<file path="src/design/rlru_pkg.sv">
// Purpose: shared constants for the rotate left/right unit
// Assumes: 8-bit datapath, four quarter phases per instruction cycle
// Notes:   APB map and field positions live here
package rlru_pkg;
  // ==========================================================
  // data and addressing
  localparam int unsigned        RLRU_DW          = 8;
  localparam int unsigned        RLRU_MSB         = 7;
  localparam int unsigned        RLRU_LSB         = 0;
  localparam logic [7:0]         RLRU_ILO_MAX     = 8'h5F;
  localparam logic               RLRU_DEST_ACC    = 1'b0;
  localparam logic               RLRU_BANK_ACCESS = 1'b0;
  // ==========================================================
  // register map (byte addresses, 32-bit words)
  localparam logic [7:0]  RLRU_OFF_CTRL   = 8'h00;
  localparam logic [7:0]  RLRU_OFF_STATUS = 8'h04;
  localparam logic [7:0]  RLRU_OFF_ACC    = 8'h08;
  localparam logic [7:0]  RLRU_OFF_BANK   = 8'h0C;
  // ctrl fields
  localparam int unsigned RLRU_CTRL_EXT   = 0;
  // status fields
  localparam int unsigned RLRU_ST_C       = 0;
  localparam int unsigned RLRU_ST_Z       = 1;
  localparam int unsigned RLRU_ST_N       = 2;
  localparam int unsigned RLRU_ST_BUSY    = 3;
  // reset values
  localparam logic [7:0]  RLRU_ACC_RST    = 8'h00;
  localparam logic [3:0]  RLRU_BANK_RST   = 4'h0;
  localparam logic        RLRU_EXT_RST    = 1'b0;
  localparam logic [31:0] RLRU_UNMAPPED   = 32'h00000000;
  // ==========================================================
  // types
  typedef enum logic [1:0] {RLRU_Q1, RLRU_Q2, RLRU_Q3, RLRU_Q4} rlru_q_t;
  typedef enum logic {RLRU_OP_RLNC, RLRU_OP_RRC} rlru_op_t;
endpackage

</file>
<file path="src/design/rlru_rotator.sv">
// Purpose: combinational rotate core
// Assumes: 8-bit operand, carry as ninth bit for right rotate
// Notes:   zero and negative flags computed from the result; carry from operand bit 0 or passed through
`timescale 1ns/1ps
`default_nettype none
module rlru_rotator
  import rlru_pkg::*;
(
  // operation
  input  wire rlru_pkg::rlru_op_t i_op,
  input  wire logic [7:0]         i_val,
  input  wire logic               i_carry,
  // result
  output logic [7:0]              o_res,
  output logic                    o_carry,
  output logic                    o_neg,
  output logic                    o_zero
);
  always_comb
  begin
    if (i_op == RLRU_OP_RLNC)
    begin
      o_res   = {i_val[RLRU_MSB-1:0], i_val[RLRU_MSB]};
      o_carry = i_carry;
    end
    else
    begin
      o_res   = {i_carry, i_val[RLRU_MSB:1]};
      o_carry = i_val[RLRU_LSB];
    end
    o_neg  = o_res[RLRU_MSB];
    o_zero = (o_res == 8'h00);
  end
endmodule
`default_nettype wire

</file>
<file path="src/design/rlru_top.sv">
// Purpose: rotate path of an 8-bit datapath, quarter-phase sequenced
// Assumes: decoder holds the request until o_done; register file answers reads in Q2
// Notes:   accumulator, carry and flags are local; APB reaches control and status
//
// Our own choices: the placing of the registers and the APB interface to the registers.
`timescale 1ns/1ps
`default_nettype none
module rlru_top
  import rlru_pkg::*;
(
  // clock and reset
  input  wire logic               i_clk,
  input  wire logic               i_sys_rst,
  // decoder request
  input  wire logic               i_start,
  input  wire rlru_pkg::rlru_op_t i_op,
  input  wire logic [7:0]         i_faddr,
  input  wire logic               i_dest,
  input  wire logic               i_bank,
  output logic                    o_done,
  // register file
  output logic                    o_rd_en,
  output logic [7:0]              o_rd_addr,
  output logic [3:0]              o_rd_bank,
  output logic                    o_rd_access,
  output logic                    o_rd_indexed,
  input  wire logic [7:0]         i_rd_data,
  output logic                    o_wr_en,
  output logic [7:0]              o_wr_data,
  // apb
  input  wire logic               psel,
  input  wire logic               penable,
  input  wire logic               pwrite,
  input  wire logic [7:0]         paddr,
  input  wire logic [31:0]        pwdata,
  output logic [31:0]             prdata,
  output logic                    pready,
  output logic                    pslverr
);
  import rlru_pkg::*;

  // ==========================================================
  // state
  rlru_q_t    q_ff;
  logic       busy_ff;
  logic [7:0] opnd_ff, res_ff, acc_ff;
  logic       c_ff, n_ff, z_ff, ext_ff;
  logic [3:0] bank_ff;
  logic [7:0] rot_res;
  logic       rot_c, rot_n, rot_z;
  logic       apb_wr;

  function automatic logic is_indexed(input logic ext, input logic bank, input logic [7:0] a);
    is_indexed = ext && (bank == RLRU_BANK_ACCESS) && (a <= RLRU_ILO_MAX);
  endfunction

  // ==========================================================
  // quarter phase sequencer
  always_ff @(posedge i_clk)
  begin
    if (i_sys_rst)
    begin
      q_ff    <= RLRU_Q1;
      busy_ff <= 1'b0;
    end
    else if (!busy_ff)
    begin
      if (i_start)
      begin
        busy_ff <= 1'b1;
        q_ff    <= RLRU_Q2;
      end
    end
    else
    begin
      unique case (q_ff)
        RLRU_Q1: q_ff <= RLRU_Q2;
        RLRU_Q2: q_ff <= RLRU_Q3;
        RLRU_Q3: q_ff <= RLRU_Q4;
        RLRU_Q4:
        begin
          q_ff    <= RLRU_Q1;
          busy_ff <= 1'b0;
        end
      endcase
    end
  end

  // operand address outputs; decoder holds the request fields
  assign o_rd_en      = busy_ff && (q_ff == RLRU_Q2);
  assign o_rd_addr    = i_faddr;
  assign o_rd_bank    = bank_ff;
  assign o_rd_access  = (i_bank == RLRU_BANK_ACCESS);
  assign o_rd_indexed = is_indexed(ext_ff, i_bank, i_faddr);
  assign o_done       = busy_ff && (q_ff == RLRU_Q4);

  // ==========================================================
  // datapath
  always_ff @(posedge i_clk)
  begin
    if (i_sys_rst)
    begin
      opnd_ff <= 8'h00;
      res_ff  <= 8'h00;
    end
    else
    begin
      if (o_rd_en)
        opnd_ff <= i_rd_data;
      if (busy_ff && (q_ff == RLRU_Q3))
        res_ff <= rot_res;
    end
  end

  rlru_rotator u_rot (
    .i_op    (i_op),
    .i_val   (opnd_ff),
    .i_carry (c_ff),
    .o_res   (rot_res),
    .o_carry (rot_c),
    .o_neg   (rot_n),
    .o_zero  (rot_z)
  );

  // flags latched in Q3, visible together with result in Q4
  always_ff @(posedge i_clk)
  begin
    if (i_sys_rst)
    begin
      c_ff <= 1'b0;
      n_ff <= 1'b0;
      z_ff <= 1'b0;
    end
    else if (busy_ff && (q_ff == RLRU_Q3))
    begin
      c_ff <= rot_c;
      n_ff <= rot_n;
      z_ff <= rot_z;
    end
  end

  // destination write in Q4
  assign o_wr_en   = o_done && (i_dest != RLRU_DEST_ACC);
  assign o_wr_data = res_ff;

  assign apb_wr = psel && penable && pwrite;

  always_ff @(posedge i_clk)
  begin
    if (i_sys_rst)
      acc_ff <= RLRU_ACC_RST;
    else if (o_done && (i_dest == RLRU_DEST_ACC))
      acc_ff <= res_ff;
    else if (apb_wr && paddr == RLRU_OFF_ACC)
      acc_ff <= pwdata[7:0];
  end

  // ==========================================================
  // apb slave: zero wait state, unmapped reads zero without error
  always_ff @(posedge i_clk)
  begin
    if (i_sys_rst)
    begin
      ext_ff  <= RLRU_EXT_RST;
      bank_ff <= RLRU_BANK_RST;
    end
    else if (apb_wr)
    begin
      if (paddr == RLRU_OFF_CTRL)
        ext_ff <= pwdata[RLRU_CTRL_EXT];
      if (paddr == RLRU_OFF_BANK)
        bank_ff <= pwdata[3:0];
    end
  end

  assign pready  = 1'b1;
  assign pslverr = 1'b0;

  always_comb
  begin
    prdata = RLRU_UNMAPPED;
    unique case (paddr)
      RLRU_OFF_CTRL:   prdata[RLRU_CTRL_EXT] = ext_ff;
      RLRU_OFF_STATUS:
      begin
        prdata[RLRU_ST_C]    = c_ff;
        prdata[RLRU_ST_Z]    = z_ff;
        prdata[RLRU_ST_N]    = n_ff;
        prdata[RLRU_ST_BUSY] = busy_ff;
      end
      RLRU_OFF_ACC:    prdata[7:0] = acc_ff;
      RLRU_OFF_BANK:   prdata[3:0] = bank_ff;
      default:         prdata = RLRU_UNMAPPED;
    endcase
  end
endmodule
`default_nettype wire

</file>
<file path="config.mk">
export PLATFORM = sky130hd
export DESIGN_NAME = rlru_top
export DESIGN_NICKNAME = d
export VERILOG_FILES = /design/src/design/rlru_pkg.sv /design/src/design/rlru_rotator.sv /design/src/design/rlru_top.sv
export SDC_FILE = /design/constraint.sdc
export NUM_CORES = 1
export LEC_CHECK = 0
export BUFFER_PORTS_ARGS = -buffer_cell sky130_fd_sc_hd__buf_2
export CAP_MARGIN = 20
export CORE_ASPECT_RATIO = 0.5
export CORE_MARGIN = 5
export CORE_UTILIZATION = 44
export DETAILED_ROUTE_END_ITERATION = 7
export GPL_ROUTABILITY_DRIVEN = 0
export PLACE_DENSITY = 0.78
export SETUP_SLACK_MARGIN = 0.2
export SYNTH_ARGS = -nofsm -noshare
export SYNTH_HDL_FRONTEND = slang
export SYNTH_HIERARCHICAL = 1
export SYNTH_SLANG_ARGS = --single-unit
</file>
<file path="constraint.sdc">
create_clock -name i_clk -period 2 [get_ports i_clk]
set_clock_uncertainty 0.1 [all_clocks]
set_input_delay 0.1 -clock i_clk [delete_from_list [all_inputs] [get_ports i_clk]]
set_output_delay 0.1 -clock i_clk [all_outputs]
set_load 0.02 [all_outputs]
</file>
==> results.md <==
- Pwr/cell area: 594 mW/mm²
- Max_cap viols: 0
- Vias in the first global route: 1,782
- Final min period: 1.66 ns
- Avg Inst Size Synth: 8.47 µm²
- Power share of the combinational group: 15.6%
- Clock Path Buffers: 2
- Seq/Total Area, Yosys: 33.2%
- Worst min path class: primary input to register
- Asr flop ratio synth: 0%
- Static Leak: 1.28 nW
- Gr ovfl total: 0
- Finished Cell Area: 0.00254 mm²
- CP max FO: 9
- First-pass GRT wire length: 7.97 mm
- Antenna violations before repair: 0
- Clock Latency Late Sink: 0.28 ns
- Worst Path Required: 2.07 ns
- Final setup TNS: 0 ns
- Number of synthesized flops with an enable pin: 0
- GRT Total Usage: 15.4%
- Synthesized area: 0.00211 mm²
- Antenna Nets Post-Route: 0
- Final setup fails: 0
- Core area: 0.00451 mm²
- Most frequent cell after synthesis: nand2_1
- Fin. Hold Viols: 0
- Most frequent cells after synthesis: nand2_1 (41), buf_4 (35), dfxtp_1 (35)
- Switching portion of total power: 26.1%
- Row cnt: 17
- Number of synthesized register bits: 35
- Netlist cell types: 33
- Synth Flop Type: dfxtp_1
- Max VDD drop: 0.214 mV
- Die area: 0.00636 mm²
- Worst Hold Depth: 2
- DR WL/cell: 13.0 µm
- R2R setup slack: 0.34 ns
- Htree depth: 2
- Mapped Cells: 249
- Total Wirelength: 4.97 mm
- P&R area growth vs syn: 20.6%
- Initial Util: 46.8%
- TritonCTS clock tree: yes
- CTS clk-pin slew, worst paths: 0.07 ns
- Period utilisation layout: 82.9%
- Fmax: 603 MHz
- Top-area cell type share of the netlist area: 33.2%
- Diodes inserted: 0
- Sw Pwr: 0.395 mW
- Largest area contributor in the netlist: dfxtp_1
- R2R depth: 6
- Worst Setup End Kind: register
- Critical path class: register to register
- Largest net degree at the start of global routing: 25
- Iteration count of the initial detailed-routing pass: 4
- Via count: 1,796
- Vias per cell: 4.71
- # clock sinks: 35
- Die Wd: 108 µm
- Total CTS buffers: 5
- Core Util, Final: 56.4%
- Seq pwr share: 47.8%
- Share of cells above drive strength 1: 32.1%
- Arr. time, crit path: 1.73 ns
- Clock power frac: 36.7%
- Port-buffer cells: 63
- IO Pins: 124
- Die Ht: 59.0 µm
- RSZ-0062 raised after global routing: false
- Ys Warns: 6
- Status: finished, final reports clean
- Nets: 383
- Remaining DRCs: 0
- CTS root buf: clkbuf_8
- Placed inst area: 0.00231 mm²
- Worst setup SP type: register
- Top area cells in the synthesized netlist: dfxtp_1 (33%), buf_4 (12%), mux2_2 (9.1%), nand2_1 (7.3%), mux2i_1 (6.6%)
- Post-DP HPWL: 3.72 mm
- Max-slew violations: 0
- Iter 0 DRT Violations: 60
- Cell Int Power: 1.12 mW
## registers in the layout, indices dropped and copies added (netlist names)
| signal | count |
|---|---|
| busy_ff | 1 |
| o_rd_bank | 4 |
| c_ff | 1 |
| o_wr_data | 8 |
| q_ff | 2 |
| z_ff | 1 |
| acc_ff | 8 |
| n_ff | 1 |
| opnd_ff | 8 |
| ext_ff | 1 |
## final timing paths
kind | from | end
setup / recovery | q_ff[0] | acc_ff[3]
hold / removal | i_sys_rst | o_rd_bank[0]
setup reg to reg | q_ff[0] | acc_ff[3]
hold reg to reg | n_ff | n_ff
## through the flow
| step | total power [mW] | std cells | hold WS [ns] | setup WS, ns |
|---|---|---|---|---|
| 5_1_grt | 1.58 | 381 | 0.100 | 0.219 |
| 3_5_place_dp | 0.946 | 360 | 0.100 | 0.360 |
| 3_3_place_gp | 0.938 | 360 | 0.100 | 0.403 |
| 6_report | 1.51 | 381 | 0.0842 | 0.342 |
| 4_1_cts | 1.52 | 381 | 0.0887 | 0.218 |
| 2_1_floorplan | 0.937 | 273 | 0.136 | 0.327 |
## area by class of cell
type	instances	area [µm²]
fillers	408	1960
multi-input cells	186	1160
flip-flops and latches	35	701
repair buffers	80	475
clock buffers	8	100
well taps	66	82.6
inverters	6	23.8
## power by group through the flow
stage	registers (mW)	logic, mW	clock network [mW]
2_1_floorplan	0.733	0.204	0
3_3_place_gp	0.735	0.202	0
3_5_place_dp	0.736	0.210	0
4_1_cts	0.721	0.232	0.564
5_1_grt	0.723	0.255	0.601
6_report	0.721	0.235	0.554
## layer usage
metal	track usage, %	vias to the layer above	routed length, µm
met5	0	-	0
met4	5.22	0	40
met1	17.1	826	2050
met2	29.6	64	2530
met3	3.50	7	350
li1	-	899	-
## cell usage in the layout, fill, tap and decap left out, drive strengths merged, types with 3 or more instances in the layout
| cell type | netlist | final |
|---|---|---|
| and3 | 7 | 7 |
| clkbuf | 5 | 8 |
| a21oi | 21 | 21 |
| nor3 | 4 | 4 |
| mux2i | 14 | 14 |
| nor2b | 9 | 9 |
| a22oi | 3 | 3 |
| dfxtp | 35 | 35 |
| and2 | 3 | 3 |
| dlygate4sd3 | 0 | 13 |
| inv | 5 | 5 |
| nor2 | 22 | 22 |
| mux2 | 20 | 20 |
| nand2 | 42 | 42 |
| conb | 2 | 26 |
| buf | 41 | 67 |
| ha | 4 | 4 |
## timing repair
| action | 4_1_cts | 5_1_grt |
|---|---|---|
| hold buffers | 13 | 0 |
| hold endpoints to repair | 14 | 0 |
| endpoints found under the setup margin | 1 | 1 |
| buffers inserted | 0 | 0 |
| gates resized for setup | 1 | 1 |
## kinds of logic (layout without fill, tap and decap cells)
logic type                 count (synthesis)  count (layout)  share of synthesized area (%)
AOI/OAI and AO/OA                         26              26                           6.82
adders and majority gates                  4               4                           2.37
buffers and inverters                     52              94                           16.1
DFF                                       35              35                           33.2
muxes                                     35              35                           18.9
other                                      2              26                          0.356
and+or+nand+nor                           95              95                           22.2
## critical path, cell delays in order (launching register included)
cell and delay, ns:
dfxtp_1 0.34, ha_1 0.24, nand3b_1 0.09, buf_4 0.21
mux2i_1 0.23, nor2_1 0.06, mux2_2 0.28
No activity file was read; power rests on OpenSTA's default activity.
